`config.mk`:
```
export PLATFORM = sky130hd
export DESIGN_NAME = osdfm_mapper
export DESIGN_NICKNAME = d
export VERILOG_FILES = /design/src/rtl/osdfm_pkg.sv /design/src/rtl/osdfm_font_if.sv /design/src/rtl/osdfm_font_map.sv /design/src/rtl/osdfm_mapper.sv
export SDC_FILE = /design/constraint.sdc
export NUM_CORES = 1
export LEC_CHECK = 0
export BUFFER_PORTS_ARGS = -buffer_cell sky130_fd_sc_hd__buf_2
export CORE_ASPECT_RATIO = 0.7
export CORE_MARGIN = 4
export CORE_UTILIZATION = 54
export CTS_CLUSTER_SIZE = 28
export DETAILED_ROUTE_END_ITERATION = 12
export GPL_ROUTABILITY_DRIVEN = 0
export PLACE_DENSITY = 0.77
export SKIP_CTS_REPAIR_TIMING = 1
export SLEW_MARGIN = 10
export SYNTH_ARGS = -nofsm -noshare
export SYNTH_HDL_FRONTEND = slang
export SYNTH_SLANG_ARGS = --single-unit
```
`constraint.sdc`:
```
create_clock -name clk_sys -period 3.5 [get_ports clk_sys]
set_input_delay 1.05 -clock clk_sys [delete_from_list [all_inputs] [get_ports clk_sys]]
set_output_delay 1.05 -clock clk_sys [all_outputs]
set_load 0.005 [all_outputs]
```
`src/rtl/osdfm_pkg.sv`:
```
// constants shared by the display memory and font mapper files
// assumes one 100 MHz system clock and an 8-bit register port
package osdfm_pkg;
    // ============================================================
    // register port
    localparam int REG_AW = 4;
    localparam logic [3:0] REG_BLOCK_PTR = 4'h0;
    localparam logic [3:0] REG_MODE = 4'h1;
    localparam logic [3:0] REG_CHARSET = 4'h2;
    localparam logic [3:0] REG_STATUS = 4'h3;
    localparam logic [7:0] BLOCK_PTR_RESET = 8'h00;
    localparam logic [7:0] MODE_RESET = 8'h00;
    localparam logic [7:0] CHARSET_RESET = 8'h00;
    // field positions
    localparam int PTR_PAGE_LSB = 0;
    localparam int PTR_HS_LSB = 4;
    localparam int MODE_PARALLEL = 0;
    localparam int MODE_COL80 = 1;
    localparam int MODE_LINE = 2;
    localparam int MODE_SCROLL = 3;
    localparam int CS_SUBSET_LSB = 0;
    localparam int CS_FONT_MAP_MODE = 4;
    localparam int CS_SET_UPPER = 5;
    // ============================================================
    // display storage ram layout
    localparam logic [15:0] RAM_BASE = 16'h8000;
    localparam logic [15:0] BLOCK_BYTES = 16'h0200;
    localparam logic [15:0] FULL_HALF_OFS = 16'h0400;
    localparam logic [15:0] LINE_HALF_OFS = 16'h0200;
    localparam logic [15:0] HS_ATTR_OFS = 16'h0080;
    localparam logic [15:0] ROW_ATTR_OFS = 16'h0100;
    localparam logic [4:0] ROW_ATTR_BYTES = 5'd12;
    localparam logic [4:0] LINE_ROWS = 5'd12;
    localparam logic [4:0] LINE_SCROLL_ROW = 5'd11;
    localparam logic [4:0] FULL_ROWS = 5'd24;
    localparam logic [4:0] FULL_SCROLL_ROW = 5'd23;
    localparam logic [4:0] HS_ROWS = 5'd3;
    localparam logic [6:0] HALF_COLS = 7'd40;
    localparam logic [6:0] WIDE_COLS = 7'd80;
    // ============================================================
    // font rom layout
    localparam logic [8:0] ROM_SET1_BASE = 9'h100;
    localparam logic [8:0] ROM_SET2_BASE = 9'h160;
    localparam logic [8:0] ROM_EXT_HI_BASE = 9'h1C0;
    localparam logic [8:0] ROM_SUBSET_BASE = 9'h100;
    localparam logic [8:0] SUBSET_SIZE = 9'd13;
    localparam logic [3:0] SUBSET_LAST = 4'd14;
    localparam logic [7:0] G0_FIRST = 8'h20;
    localparam logic [7:0] EXT_LO_FIRST = 8'hE0;
    localparam logic [7:0] EXT_HI_FIRST = 8'hA0;
    localparam int NAT_POSITIONS = 13;
    localparam logic [7:0] NAT_CODE [0:12] = '{8'h23, 8'h24, 8'h40, 8'h5B, 8'h5C, 8'h5D,
        8'h5E, 8'h5F, 8'h60, 8'h7B, 8'h7C, 8'h7D, 8'h7E};
    // ============================================================
    // kinds of display storage fetch
    typedef enum logic [2:0] {
        KIND_PAGE_CHAR = 3'b000,
        KIND_PAGE_ATTR = 3'b001,
        KIND_HS_CHAR = 3'b010,
        KIND_HS_ATTR = 3'b011,
        KIND_ROW_ATTR = 3'b100,
        KIND_SCROLL = 3'b101
    } osdfm_kind_t;
endpackage

```
`src/rtl/osdfm_font_if.sv`:
```
// interface between the mapper top and its font address decoder
// assumes both ends sit in the clk_sys domain; the decoder is combinational
`timescale 1ns/100ps
`default_nettype none
interface osdfm_font_if;
    logic [8:0] code;
    logic css;
    logic sep;
    logic serial_mosaic;
    logic parallel_mode;
    logic triple_mode;
    logic set_upper;
    logic [3:0] subset;
    logic [8:0] rom_addr;
    logic mosaic;
    logic separated;
    logic extended;
    modport requester (output code, css, sep, serial_mosaic, parallel_mode, triple_mode,
        set_upper, subset, input rom_addr, mosaic, separated, extended);
    modport decoder (input code, css, sep, serial_mosaic, parallel_mode, triple_mode,
        set_upper, subset, output rom_addr, mosaic, separated, extended);
endinterface
`default_nettype wire

```
`src/rtl/osdfm_font_map.sv`:
```
// character code to font rom address decoder, purely combinational
// assumes the caller registers the result
`timescale 1ns/100ps
`default_nettype none
module osdfm_font_map
    import osdfm_pkg::*;
(
    // decode request and result
    osdfm_font_if.decoder f
);
    // ============================================================
    // national position match
    logic [12:0] hit;
    logic [3:0] idx;
    logic [7:0] c8;
    assign c8 = f.code[7:0];
    genvar g;
    generate
        for (g = 0; g < NAT_POSITIONS; g++) begin : g_nat
            assign hit[g] = (c8 == NAT_CODE[g]);
        end
    endgenerate
    always_comb begin
        idx = 4'd0;
        for (int i = 0; i < NAT_POSITIONS; i++) begin
            if (hit[i]) begin
                idx = 4'(i);
            end
        end
    end
    // ============================================================
    // address selection
    wire ext_sel = f.parallel_mode && f.css;
    wire low_half = ~c8[7];
    wire [1:0] set_sel = f.set_upper ? f.subset[3:2] : f.subset[1:0];
    wire [8:0] g0_rel = {1'b0, c8 - G0_FIRST};
    wire [8:0] subset_m1 = {5'd0, f.subset - 4'd1};
    wire [8:0] nat_addr = ROM_SUBSET_BASE + 9'(subset_m1 * SUBSET_SIZE) + {5'd0, idx};
    wire nat_use = (|hit) && (f.subset != 4'd0) && (f.subset <= SUBSET_LAST);
    wire [8:0] triple_addr = (set_sel == 2'd1) ? ROM_SET1_BASE + g0_rel :
        (set_sel == 2'd2) ? ROM_SET2_BASE + g0_rel : {1'b0, c8};
    wire [8:0] single_addr = nat_use ? nat_addr : {1'b0, c8};
    wire [8:0] ext_addr = (c8 >= EXT_LO_FIRST) ? {1'b0, c8 - EXT_LO_FIRST} :
        ROM_EXT_HI_BASE + {1'b0, c8 - EXT_HI_FIRST};
    wire ext_glyph = ext_sel && (c8 >= EXT_HI_FIRST);
    wire g0_code = low_half && (c8 >= G0_FIRST);
    // parallel codes with bit 8 set and charset select clear reach the rom directly (user area)
    wire upper_direct = f.parallel_mode && !f.css && f.code[8];
    assign f.mosaic = f.parallel_mode ? (f.css && low_half) : f.serial_mosaic;
    assign f.separated = f.mosaic && f.parallel_mode && f.sep;
    assign f.extended = ext_glyph;
    assign f.rom_addr = ext_glyph ? ext_addr :
        upper_direct ? f.code :
        !g0_code ? {1'b0, c8} :
        f.triple_mode ? triple_addr : single_addr;
endmodule
`default_nettype wire

```
`src/rtl/osdfm_mapper.sv`:
```
// on-screen display memory and font mapper top
// assumes the renderer and register master share clk_sys; no pin inputs
`timescale 1ns/100ps
`default_nettype none
module osdfm_mapper
    import osdfm_pkg::*;
(
    // clock and reset
    input wire logic clk_sys,
    input wire logic nrst,
    // register port
    input wire logic [osdfm_pkg::REG_AW-1:0] reg_addr,
    input wire logic [7:0] reg_wdata,
    input wire logic reg_wr,
    input wire logic reg_rd,
    output logic [7:0] reg_rdata,
    // display storage fetch request
    input wire logic ram_req,
    input wire osdfm_pkg::osdfm_kind_t ram_kind,
    input wire logic [4:0] ram_row,
    input wire logic [6:0] ram_col,
    // display storage fetch answer
    output logic [15:0] ram_addr,
    output logic ram_rd,
    output logic ram_err,
    // font fetch request
    input wire logic rom_req,
    input wire logic [8:0] char_code,
    input wire logic char_css,
    input wire logic char_sep,
    input wire logic serial_mosaic,
    // font fetch answer
    output logic [8:0] rom_addr,
    output logic rom_rd,
    output logic glyph_mosaic,
    output logic glyph_separated,
    output logic glyph_extended
);
    import osdfm_pkg::*;

    // ============================================================
    // block base decode, used for both pointers
    function automatic logic [15:0] block_base(input logic [3:0] ptr);
        block_base = RAM_BASE + 16'(ptr) * BLOCK_BYTES;
    endfunction

    // ============================================================
    // software registers
    logic [7:0] block_ptr;
    logic [7:0] mode;
    logic [7:0] charset;
    logic last_refused;

    wire wr_ptr = reg_wr && (reg_addr == REG_BLOCK_PTR);
    wire wr_mode = reg_wr && (reg_addr == REG_MODE);
    wire wr_charset = reg_wr && (reg_addr == REG_CHARSET);

    always_ff @(posedge clk_sys or negedge nrst) begin
        if (!nrst) begin
            block_ptr <= BLOCK_PTR_RESET;
            mode <= MODE_RESET;
            charset <= CHARSET_RESET;
        end else begin
            if (wr_ptr) begin
                block_ptr <= reg_wdata;
            end
            if (wr_mode) begin
                mode <= reg_wdata;
            end
            if (wr_charset) begin
                charset <= reg_wdata;
            end
        end
    end

    // ============================================================
    // mode fields
    wire [3:0] page_block_pointer = block_ptr[PTR_PAGE_LSB +: 4];
    wire [3:0] header_status_block_pointer = block_ptr[PTR_HS_LSB +: 4];
    wire parallel = mode[MODE_PARALLEL];
    // 80-column layouts exist only with serial attributes
    wire col80 = mode[MODE_COL80] && !parallel;
    wire line_mode = mode[MODE_LINE];
    wire scroll_en = mode[MODE_SCROLL];
    wire font_map_mode_bit = charset[CS_FONT_MAP_MODE];
    wire set_upper = charset[CS_SET_UPPER];
    wire [3:0] national_subset_select = charset[CS_SUBSET_LSB +: 4];

    // a 1K block cannot start on an odd pointer; bit 0 is ignored there
    wire misaligned = !line_mode && page_block_pointer[0];
    wire [3:0] page_ptr_eff = line_mode ? page_block_pointer :
        {page_block_pointer[3:1], 1'b0};

    // ============================================================
    // register read, data one cycle after the strobe
    wire [7:0] status_word = {4'h0, glyph_extended, glyph_mosaic, last_refused, misaligned};
    wire [7:0] rd_mux = (reg_addr == REG_BLOCK_PTR) ? block_ptr :
        (reg_addr == REG_MODE) ? mode :
        (reg_addr == REG_CHARSET) ? charset :
        (reg_addr == REG_STATUS) ? status_word : 8'h00;

    always_ff @(posedge clk_sys or negedge nrst) begin
        if (!nrst) begin
            reg_rdata <= 8'h00;
        end else begin
            reg_rdata <= reg_rd ? rd_mux : 8'h00;
        end
    end

    // ============================================================
    // display storage address generation
    wire [15:0] page_base = block_base(page_ptr_eff);
    wire [15:0] hs_base = block_base(header_status_block_pointer);
    wire [15:0] half_ofs = line_mode ? LINE_HALF_OFS : FULL_HALF_OFS;
    wire [6:0] width = col80 ? WIDE_COLS : HALF_COLS;
    wire right_half = col80 && (ram_col >= HALF_COLS);
    wire [6:0] col_in_half = right_half ? ram_col - HALF_COLS : ram_col;
    wire [4:0] page_rows = line_mode ? LINE_ROWS : FULL_ROWS;

    // scroll fetches always land on the buffer row of the active layout
    wire [4:0] scroll_row = line_mode ? LINE_SCROLL_ROW : FULL_SCROLL_ROW;
    wire is_scroll = (ram_kind == KIND_SCROLL);
    wire [4:0] page_row = is_scroll ? scroll_row : ram_row;

    // row times 40 by shifts; the row fits in five bits
    wire [15:0] page_row16 = {11'h000, page_row};
    wire [15:0] page_row_x40 = (page_row16 << 5) + (page_row16 << 3);
    wire [15:0] hs_row16 = {11'h000, ram_row};
    wire [15:0] hs_row_x40 = (hs_row16 << 5) + (hs_row16 << 3);
    wire [15:0] hs_row_ofs = col80 ? (hs_row_x40 << 1) : hs_row_x40;

    wire [15:0] page_char_addr = page_base + (right_half ? half_ofs : 16'h0000)
        + page_row_x40 + {9'h000, col_in_half};
    wire [15:0] page_attr_addr = page_base + half_ofs + page_row_x40
        + {9'h000, ram_col};
    wire [15:0] hs_char_addr = hs_base + hs_row_ofs + {9'h000, ram_col};
    wire [15:0] hs_attr_addr = hs_base + HS_ATTR_OFS + hs_row_x40
        + {9'h000, ram_col};
    wire [15:0] row_attr_addr = hs_base + ROW_ATTR_OFS + {11'h000, ram_row};

    // ============================================================
    // legality of each fetch kind in the current mode
    wire col_ok = (ram_col < width);
    wire page_ok = col_ok && (ram_row < page_rows);
    wire hs_ok = col_ok && (ram_row < HS_ROWS);
    wire attr_ok = parallel && (ram_row < page_rows) && (ram_col < HALF_COLS);
    wire hs_attr_ok = parallel && (ram_row < HS_ROWS) && (ram_col < HALF_COLS);
    wire row_attr_ok = line_mode && (ram_row < ROW_ATTR_BYTES);
    wire scroll_ok = scroll_en && col_ok;

    logic [15:0] next_addr;
    logic next_ok;

    always_comb begin
        next_addr = 16'h0000;
        next_ok = 1'b0;
        case (ram_kind)
            KIND_PAGE_CHAR: begin
                next_addr = page_char_addr;
                next_ok = page_ok;
            end
            KIND_PAGE_ATTR: begin
                next_addr = page_attr_addr;
                next_ok = attr_ok;
            end
            KIND_HS_CHAR: begin
                next_addr = hs_char_addr;
                next_ok = hs_ok;
            end
            KIND_HS_ATTR: begin
                next_addr = hs_attr_addr;
                next_ok = hs_attr_ok;
            end
            KIND_ROW_ATTR: begin
                next_addr = row_attr_addr;
                next_ok = row_attr_ok;
            end
            KIND_SCROLL: begin
                next_addr = page_char_addr;
                next_ok = scroll_ok;
            end
            default: begin
                next_addr = 16'h0000;
                next_ok = 1'b0;
            end
        endcase
    end

    // the address holds after the strobe so the ram can sample it late
    always_ff @(posedge clk_sys or negedge nrst) begin
        if (!nrst) begin
            ram_addr <= RAM_BASE;
            ram_rd <= 1'b0;
            ram_err <= 1'b0;
        end else begin
            ram_rd <= ram_req && next_ok;
            ram_err <= ram_req && !next_ok;
            if (ram_req && next_ok) begin
                ram_addr <= next_addr;
            end
        end
    end

    always_ff @(posedge clk_sys or negedge nrst) begin
        if (!nrst) begin
            last_refused <= 1'b0;
        end else if (ram_req) begin
            last_refused <= !next_ok;
        end
    end

    // ============================================================
    // font address decode
    osdfm_font_if font_bus ();

    // serial codes are eight bits; bit 8 and charset-select mean nothing there
    assign font_bus.code = parallel ? char_code : {1'b0, char_code[7:0]};
    assign font_bus.css = parallel && char_css;
    assign font_bus.sep = char_sep;
    assign font_bus.serial_mosaic = !parallel && serial_mosaic;
    assign font_bus.parallel_mode = parallel;
    assign font_bus.triple_mode = font_map_mode_bit;
    assign font_bus.set_upper = set_upper;
    assign font_bus.subset = national_subset_select;

    osdfm_font_map u_font_map (
        .f(font_bus.decoder)
    );

    always_ff @(posedge clk_sys or negedge nrst) begin
        if (!nrst) begin
            rom_addr <= 9'h000;
            rom_rd <= 1'b0;
            glyph_mosaic <= 1'b0;
            glyph_separated <= 1'b0;
            glyph_extended <= 1'b0;
        end else begin
            // mosaic glyphs are drawn in logic, so no rom fetch for them
            rom_rd <= rom_req && !font_bus.mosaic;
            if (rom_req) begin
                rom_addr <= font_bus.rom_addr;
                glyph_mosaic <= font_bus.mosaic;
                glyph_separated <= font_bus.separated;
                glyph_extended <= font_bus.extended;
            end
        end
    end

endmodule
`default_nettype wire

```
== Yosys cells after proc, flatten, opt, wreduce, memory -nomap -nowiden ==
Index checks and enable logic that the tools add are counted.

* Output and inout port bits: 39
* Register bits: 64
* Logic and storage cells: 153
* Input bits: 45

* Add/subtract/negate cells: 27
* Reduce and logical (&&, ||, !) cells: 39
* Magnitude comparators: 10
* Multiply operators: 1
* Bitwise operators: 1
* Equality and inequality tests: 23
* Muxes and demuxes: 39

{| class="wikitable"
|+ Operators with widths
! kind !! number
|-
| == test 8 x 7 -> 1 bit (second input constant) || 11
|-
| 2-to-1 mux 9 bit || 9
|-
| adder 16 x 11 -> 16 bit || 5
|-
| case mux 16 bit (5 select lines) || 1
|-
| adder 16 x 7 -> 16 bit || 4
|-
| adder 16 x 13 -> 16 bit (first input constant) || 2
|-
| 2-to-1 mux 8 bit || 4
|-
| logical AND 1 bit || 29
|-
| adder 9 x 8 -> 9 bit (first input constant) || 3
|-
| 2-to-1 mux 4 bit || 6
|-
| adder 10 x 8 -> 11 bit || 2
|-
| 2-to-1 mux 11 bit || 2
|-
| adder 16 x 12 -> 16 bit || 1
|-
| adder 16 x 5 -> 16 bit || 1
|-
| adder 16 x 8 -> 16 bit (second input constant) || 1
|-
| adder 16 x 9 -> 16 bit (second input constant) || 1
|-
| == test 8 x 6 -> 1 bit (second input constant) || 2
|-
| >= comparator 8 bit (second input constant) || 2
|-
| subtractor 8 bit (second input constant) || 2
|-
| 2-to-1 mux 5 bit || 3
|-
| 2-to-1 mux 7 bit || 2
|-
| OR reduction 13 bit || 1
|-
| 2-to-1 mux 12 bit || 1
|-
| 2-to-1 mux 3 bit || 4
|-
| 30 further kinds || 41
|}

== Logic depth before layout (Yosys ltp) ==
Gate-level depths: netlist of the first run.

* Word-level depth: 20
* Depth in mapped cells: 21
* Gate-level depth less buffers: 19

== Cells and area by module ==
A second synthesis of the first run with hierarchy kept.

* Cell total of the unflattened synthesis: 727
* Area total of the unflattened synthesis: 6,470.0 µm²

{| class="wikitable"
|+ By module, submodules not included
! module !! area each (µm²) !! seq. area each (µm²) !! instances !! cells an instance
|-
| osdfm_mapper || 5,127.4 || 1,577.8 || 1 || 551
|-
| osdfm_font_map || 1,342.5 || 0.0 || 1 || 176
|}

== Least setup slack after synthesis of the first run ==
No wires, ideal clock.

* Path type: input to register
* From: input ram_kind[2]
* To: register ram_addr[12]
* Buffers on the path: 2
* Path slack: -1,272 ps
* Stages: 17
* Data required time: 3,374 ps
* Arrival: 4,646 ps
* Setup time: 126 ps
* Path through: buf_6 and3b_1 buf_6 mux2i_4 inv_1 ha_1 a21o_1 a21oi_2 nand4b_1 inv_1 fa_1 ha_1 nand2_1 o41ai_1 mux2i_1 nand4_1 o32a_1

* Word-level cells in the longest chain between the ends: 6
* Elaborated cells between the ends (all ways): 16
* Classes of those cells: 5 x add/sub; 5 x eq/ne; 3 x mux; 3 x reduce/logical

{| class="wikitable"
|+ Ends and longest elaborated chain
! item !! line !! RTL
|-
| from (decl) || osdfm_mapper.sv:19 || <nowiki>input wire osdfm_pkg::osdfm_kind_t ram_kind,</nowiki>
|-
| == test 3 bit || osdfm_mapper.sv:122, osdfm_mapper.sv:157 ||
|-
| 2-to-1 mux 5 bit || osdfm_mapper.sv:123 || <nowiki>wire [4:0] page_row = is_scroll ? scroll_row : ram_row;</nowiki>
|-
| adder 10 x 8 -> 11 bit || osdfm_mapper.sv:127 || <nowiki>wire [15:0] page_row_x40 = (page_row16 << 5) + (page_row16 << 3);</nowiki>
|-
| adder 16 x 11 -> 16 bit, on equally long branches || osdfm_mapper.sv:133, osdfm_mapper.sv:134 ||
|-
| adder 16 x 7 -> 16 bit, on equally long branches || osdfm_mapper.sv:133, osdfm_mapper.sv:135 ||
|-
| case mux 16 bit (5 select lines) || osdfm_mapper.sv:157 || <nowiki>case (ram_kind)</nowiki>
|-
| to (signal assigned) || osdfm_mapper.sv:199 || <nowiki>ram_addr <= next_addr;</nowiki>
|-
| to (decl) || osdfm_mapper.sv:23 || <nowiki>output logic [15:0] ram_addr,</nowiki>
|}

Several ways; a longest one is shown, not always the timed one.
A chain may end at the register's enable or synchronous reset.

== Worst setup path in the final report of the first run ==
* From: input ram_kind[1]
* To: register ram_addr[12]

The elaborated chain is that of the path after synthesis.

==> metrics, run 1 <==
status finished, violations left; violations in the final reports negative setup slack; Top FF cell, synth dfrtp_1; DRC Markers 0; worst slew pin tran 0.891 ns; clock skew after layout around 0.012 ns; terminus of the critical flop-to-flop path ram_addr[12]; post-synth net total 836; r2r setup slk -0.28 ns; pin count of the biggest net entering global routing 27; Starting DRT DRC Count ~730; Starting Density about 56%; grt met3 use between 9 and 10%; final hold viol count 0; clock buffer count from CTS 9; kind of critical path in -> reg; DP HPWL 16100 µm; number of distinct library cells after synthesis 80; RR Startpoint mode[2]; Pre-Repair DR Iteration Count 6; DIE AREA ~0.013 mm²; horizontal die dimension 137 µm; post-detailed-route count of antenna-violating nets 0; global route overflow 0; proportion of synthesized flip-flops having asynchronous set or reset 100%; total length of routed wires 22500 µm; number of buffers added on ports 82; number of placed I/O pins 84; number of sinks handled by clock tree synthesis between 60 and 70; Yosys warnings 0; clock tree root buffer cell clkbuf_16; PnR worst setup slack -0.960 ns; Mapped Cells 709; share of the cycle needed by the critical path after routing 127%; type of destination of the critical path flip-flop; GR met1 Demand/Resource 43.3%; first-pass GRT wire length approximately 32000 µm; WP buf/inv 4; post-detailed-route wirelength per cell approximately 21 µm; clock buffer depth 2; clock latency on the worst-skew pair between 0.3 and 0.4 ns; # nets final around 1000; cells along the critical path buf_6, and3b_2, buf_6, mux2i_4, inv_1, ha_1, a21o_1, a21oi_4, nand4b_1, inv_1, fa_1, ha_4, nand2_4, o41ai_4, mux2i_1, nand4_1, o32a_1; via count of the first global-routing pass about 6400; clock input transition at the sequential cells of the worst setup and hold paths ~0.060 ns; via count of the routed design roughly 6700; met2 Use GR ~46%; number of cells on the worst reg-to-reg path 16; number of enable flip-flop cells after synthesis 0; kind of start point of the critical path primary input; Synth Register Bits 63; sequential fraction of the synthesis area around a quarter; FP Rows 32; Max rail drop VDD 0.349 mV; capturing element of the worst setup path ram_addr[12]; final-report max-slew violation count 0; Worst path slowest cell fa_1; post-layout min period ~4.5 ns; Setup Viol. Count Final 8; area growth from synthesis to layout 35.4%; stages on the worst setup path 17; Util after Layout between 70% and 80%; crit-path leading delay family adder cells; via density per instance around 6.3; maximum fanout along the worst path 5; synthesized cell area approximately 0.0063 mm²; delay contributed by the slowest stage of the critical path 0.49 ns; number of inserted diodes 0; Achievable Freq 224 MHz; share of cells above drive strength 1 a little under two fifths; global routing usage summed across all routing layers a little under a third; Layout fillers 734; CTS HTree Levels 3; overall power after layout approximately 4900 µW; # Max-Cap Violations 0; crit path from ram_kind[1]; highest-utilization routing layer at the global route stage met2; worst slew slack as a fraction of its limit ~40%; Pleak between 0.004 and 0.005 µW; arrival time at the worst endpoint 4.68 ns; mean cell area of the mapped netlist ~9 µm²; Power per Cell Area between 500 and 600 mW/mm²; core region area between 0.01 and 0.015 mm²; Hold Crit Class reg -> reg; initial antenna violation count 0; unrepaired setup endpoints after global routing true; Die Height around 98 µm; endpoint required time on the critical path around 3.7 ns; clock tree from TritonCTS done
per-layer routing:
layer	wire length (µm)	up-vias
met3	2580	103
met5	0	-
met1	9320	3186
met2	9770	460
met4	872	0
li1	-	2906
tightest hold or removal path, delay by kind of cell (launching register included):
kind / cells / cell delay, ns
AOI/OAI and AO/OA: 1 / 0.06
DFF: 1 / 0.34
and+or+nand+nor: 1 / 0.05
area by class of cell:
type                       count  area, µm²  share of cell area, %
inverter                      61        229                   2.69
timing repair buffer         208       1410                   16.6
sequential                    63       1580                   18.5
tap                          153        191                   2.25
clock inverter                 6       68.8                  0.809
clock buffer                  10        239                   2.81
multi-input combinational    557       4790                   56.3
state kept, by name, summed over array words and instances, names as in the netlist, 8 cells and up:
signal / count
block_ptr: 8
mode: 8
reg_rdata: 8
ram_addr: 15
rom_addr: 9
charset: 8
worst min path at each step:
stage	start	endpoint	slack (ns)	cells past startpoint
floorplan	last_refused	last_refused	0.45	1
global placement	glyph_separated	glyph_separated	0.47	2
detailed placement	glyph_separated	glyph_separated	0.48	2
CTS	glyph_separated	glyph_separated	0.49	2
global route	last_refused	last_refused	0.53	1
finish	glyph_separated	glyph_separated	0.49	2
logic make-up after synthesis:
family | share of synthesized area [%]
and+or+nand+nor | 15.0
xor gates and xnor gates | 7.34
buffers and inverters | 6.61
muxes | 8.70
adders and majority gates | 17.8
other | 0.0597
DFF | 25.1
AOI/OAI and AO/OA | 19.4
report_power, final:
part | internal (µW) | leakage (µW) | total, µW | switching [µW]
Clock | 575 | 0.000149 | 945 | 370
Combinational | 1350 | 0.00321 | 2910 | 1560
Sequential | 909 | 0.000777 | 1090 | 176
Total | 2830 | 0.00414 | 4940 | 2110
cells in the final DEF (no fill, tap or decap), drive strengths merged, types with 5 or more instances in the layout:
master,n
clkinv,5
ha,71
a41oi,6
or2,5
dfrtp,62
nand2,58
nor2,49
xnor2,29
a21o,18
nor2b,6
a21oi,53
mux2i,23
o22ai,5
nor3,18
a31oi,6
fa,11
a211oi,6
inv,60
xor2,19
nand4,5
a22o,6
and2,10
clkbuf,10
nand2b,8
buf,208
mux2,27
o21ai,34
nand3,12
or3,5
synthesized netlist by cell type (6+ instances only):
cell type | number | share of area [%]
a22o_1 | 6 | 0.84
nand2_1 | 58 | 3.5
xor2_1 | 19 | 2.6
mux2i_1 | 22 | 3.5
mux2_2 | 27 | 4.8
a21oi_1 | 52 | 4.1
clkbuf_1 | 13 | 0.78
ha_1 | 71 | 14
dfrtp_1 | 62 | 25
a211oi_1 | 6 | 0.72
nand2b_1 | 8 | 0.80
inv_1 | 58 | 3.5
a31oi_1 | 6 | 0.60
nor3_1 | 18 | 1.4
nor2_1 | 48 | 2.9
o21ai_0 | 30 | 2.4
xnor2_1 | 28 | 3.9
a21o_1 | 16 | 1.9
nor2b_1 | 6 | 0.60
fa_1 | 11 | 3.5
nand3_1 | 12 | 0.96
and2_1 | 10 | 1.0
metrics by stage:
stage | setup slack [ns] | instances | hold slack, ns | area, µm² | setup TNS [ns]
after floorplan | -1.01 | 709 | 0.449 | 6400 | -5.01
after global placement | -1.02 | 1025 | 0.466 | 7640 | -7.03
after detailed placement | -1.20 | 1025 | 0.480 | 7640 | -8.32
after CTS | -0.908 | 1041 | 0.493 | 7950 | -5.11
after global routing | -1.08 | 1058 | 0.525 | 8510 | -6.14
final | -0.960 | 1058 | 0.494 | 8510 | -5.48
Power figures use the tool's default switching activity.
==> inputs of run 2 (changes only) <==
CORE_UTILIZATION = 45   (was 54)
PLACE_DENSITY = 0.66   (was 0.77)
==> run 2 against run 1 <==
  * The flow still finishes with violations (negative setup slack)
  * Worst hold slack got worse by 0.0033 ns
  * Clock-buffer cell count unchanged
  * Register-to-register slack improved by 0.20 ns
  * Maximum frequency increased by 5.8%
  * Combinational power decreased by 9.3%
  * Global-route usage decreased by 5.5 points
  * Die area increased by 19%
  * Clock power decreased by 8.8%
  * Final area decreased by 2.5%
  * Clock skew decreased by 0.0029 ns
  * Non-clock buffer count decreased by 9
  * Sequential power about the same
  * Critical path type unchanged
  * Critical endpoint unchanged
  * Largest power group unchanged
  * Highest routed layer unchanged
==> metrics, run 2 (synthesis results as in run 1) <==
first-pass GRT wire length 31700 µm (was 32400 µm); share of the cycle needed by the critical path after routing 120% (was 127%); clock input transition at the sequential cells of the worst setup and hold paths 0.06 ns (about the same); worst slew pin tran 0.701 ns (was 0.891 ns); portion of total power attributed to the clock network 18.8% (was 19.1%); Layout fillers 1140 (was 734); cell internal power dissipation 2680 µW (was 2830 µW); clock tree root buffer cell clkbuf_16 (unchanged); r2r setup slk -0.08 ns (was -0.28 ns); clock skew after layout 0.00955 ns (was 0.0124 ns); number of inserted diodes 0 (unchanged); status finished, violations left (unchanged); Max rail drop VDD 0.374 mV (was 0.349 mV); most common cell after layout, fill and taps aside buf_4 (unchanged); area after detailed placement 0.00772 mm² (was 0.00764 mm²); switching power 1900 µW (was 2110 µW); Hold Crit Class reg -> reg (unchanged); clock buffer depth 2 (unchanged); endpoint required time on the critical path 3.72 ns (about the same); placed cell count 1059 (was 1025); Pleak 0.00404 µW (was 0.00414 µW); DRC Markers 0 (unchanged); Power per Cell Area 552 mW/mm² (was 581 mW/mm²); final std cells w/o fill 1081 (was 1058); Die Height 107 µm (was 98.3 µm); horizontal die dimension 149 µm (was 137 µm); area growth from synthesis to layout 32.0% (was 35.4%); DP HPWL 15700 µm (was 16100 µm); # nets final 1018 (was 1027); clock tree from TritonCTS done (unchanged); number of placed I/O pins 84 (unchanged); initial antenna violation count 0 (unchanged); global route overflow 0 (unchanged); pin count of the biggest net entering global routing 39 (was 27); Pre-Repair DR Iteration Count 6 (unchanged); Util after Layout 61.9% (was 75.9%); worst slew slack as a fraction of its limit 52.9% (was 40.2%); kind of start point of the critical path primary input (unchanged); kind of critical path in -> reg (unchanged); overall power after layout 4580 µW (was 4940 µW); PnR worst setup slack -0.715 ns (was -0.960 ns); via density per instance 5.66 (was 6.29); post-layout min period 4.22 ns (was 4.46 ns); final hold viol count 0 (unchanged); global routing usage summed across all routing layers 25.0% (was 30.5%); via count of the first global-routing pass 6079 (was 6387); FP Rows 35 (was 32); clock buffer count from CTS 9 (unchanged); sequential group share of total power 23.7% (was 22.0%); number of sinks handled by clock tree synthesis 63 (unchanged); Starting Density 46.9% (was 56.1%); area of all placed cells without fillers 0.00830 mm² (was 0.00851 mm²); unrepaired setup endpoints after global routing true (unchanged); delay contributed by the slowest stage of the critical path 0.48 ns (was 0.49 ns); share of cells above drive strength 1 34.9% (was 37.6%); total length of routed wires 20000 µm (was 22500 µm); post-detailed-route wirelength per cell 18.5 µm (was 21.3 µm); switching portion of total power 41.5% (was 42.7%); proportion of power drawn by combinational gates 57.5% (was 58.9%); # Max-Cap Violations 0 (unchanged); final-report max-slew violation count 0 (unchanged); Worst path slowest cell or4b_4 (was fa_1); DIE AREA 0.0160 mm² (was 0.0135 mm²); biggest regs ram_addr: 15 flops, rom_addr: 9 flops (unchanged); Achievable Freq 237 MHz (was 224 MHz); Setup Viol. Count Final 8 (unchanged); post-detailed-route count of antenna-violating nets 0 (unchanged); core region area 0.0134 mm² (was 0.0112 mm²); number of buffers added on ports 82 (unchanged); type of destination of the critical path flip-flop (unchanged); Starting DRT DRC Count 615 (was 733); clock latency on the worst-skew pair 0.34 ns (about the same); violations in the final reports negative setup slack (unchanged); CTS HTree Levels 3 (unchanged); most flop-heavy register ram_addr (unchanged); commonest cells after routing, fill and taps aside buf_4 (112), buf_2 (81), ha_1 (62) (was buf_4 (116), buf_2 (81), dfrtp_1 (62)); via count of the routed design 6114 (was 6655); cells along the critical path buf_2, inv_2, ha_1, or4b_4, a21oi_4, o21ai_4, nand2_1, o21ai_1, ha_1, ha_4, inv_1, fa_2, inv_1, a21o_1, a21oi_4, o41ai_4, mux2i_1, nand4_1, o32a_1 (was buf_6, and3b_2, buf_6, mux2i_4, inv_1, ha_1, a21o_1, a21oi_4, nand4b_1, inv_1, fa_1, ha_4, nand2_4, o41ai_4, mux2i_1, nand4_1, o32a_1); max reg flops 15 (unchanged); maximum fanout along the worst path 6 (was 5); arrival time at the worst endpoint 4.44 ns (was 4.68 ns)
run 2: changes by cell type in the layout (fill, tap and decap cells not counted), sizes merged:
| cell | previous run | this run |
|---|---|---|
| buf | 208 | 199 |
| bufinv | 1 | 0 |
| clkinv | 5 | 4 |
| clkinvlp | 1 | 3 |
run 2: power by group through the flow:
stage | Sequential (µW) | Combinational [µW] | Clock, µW
2_1_floorplan | 1040 | 1560 | 0
3_3_place_gp | 1080 | 2310 | 0
3_5_place_dp | 1090 | 2390 | 0
4_1_cts | 1080 | 2430 | 873
5_1_grt | 1100 | 2880 | 923
6_report | 1080 | 2640 | 862
run 2: layer usage:
layer / up-vias / part of all wire [%] / track usage, %
li1: 2903 / - / -
met1: 2919 / 48 / 38.7
met2: 268 / 42 / 35.5
met3: 24 / 8.8 / 5.70
met4: 0 / 1.3 / 4.64
met5: - / 0 / 0
run 2: metrics by stage:
stage	TNS (ns)	worst slack, ns	hold slack, ns
floorplan	-5.01	-1.01	0.449
global placement	-7.23	-1.03	0.466
detailed placement	-8.55	-1.17	0.470
CTS	-5.23	-0.830	0.491
global route	-5.47	-0.859	0.524
finish	-4.64	-0.715	0.490
run 2: path summary, 6_finish.rpt:
| kind | cells after the start | from | to |
|---|---|---|---|
| setup / recovery | 19 | ram_col[4] | ram_addr[12] |
| hold / removal | 1 | last_refused | last_refused |
| setup reg to reg | 13 | mode[2] | ram_addr[12] |
| hold reg to reg | 1 | last_refused | last_refused |
| max in group asynchronous | 2 | nrst | ram_addr[15] |
| min in group asynchronous | 1 | nrst | reg_rdata[5] |
run 2: area by class of cell:
cell class / count / area [µm²] / area share [%]
timing repair buffer: 199 / 1340 / 16.2
tap: 185 / 231 / 2.79
clock inverter: 6 / 45.0 / 0.543
clock buffer: 10 / 239 / 2.88
sequential: 63 / 1580 / 19.0
inverter: 61 / 229 / 2.76
multi-input combinational: 557 / 4630 / 55.8
run 2: critical path: cells and delay by family:
kind | cells | cell delay (ns)
compound gates | 7 | 1.25
fa+ha+maj | 4 | 0.96
buf+inv | 4 | 0.29
mux | 1 | 0.23
simple gates | 3 | 0.65
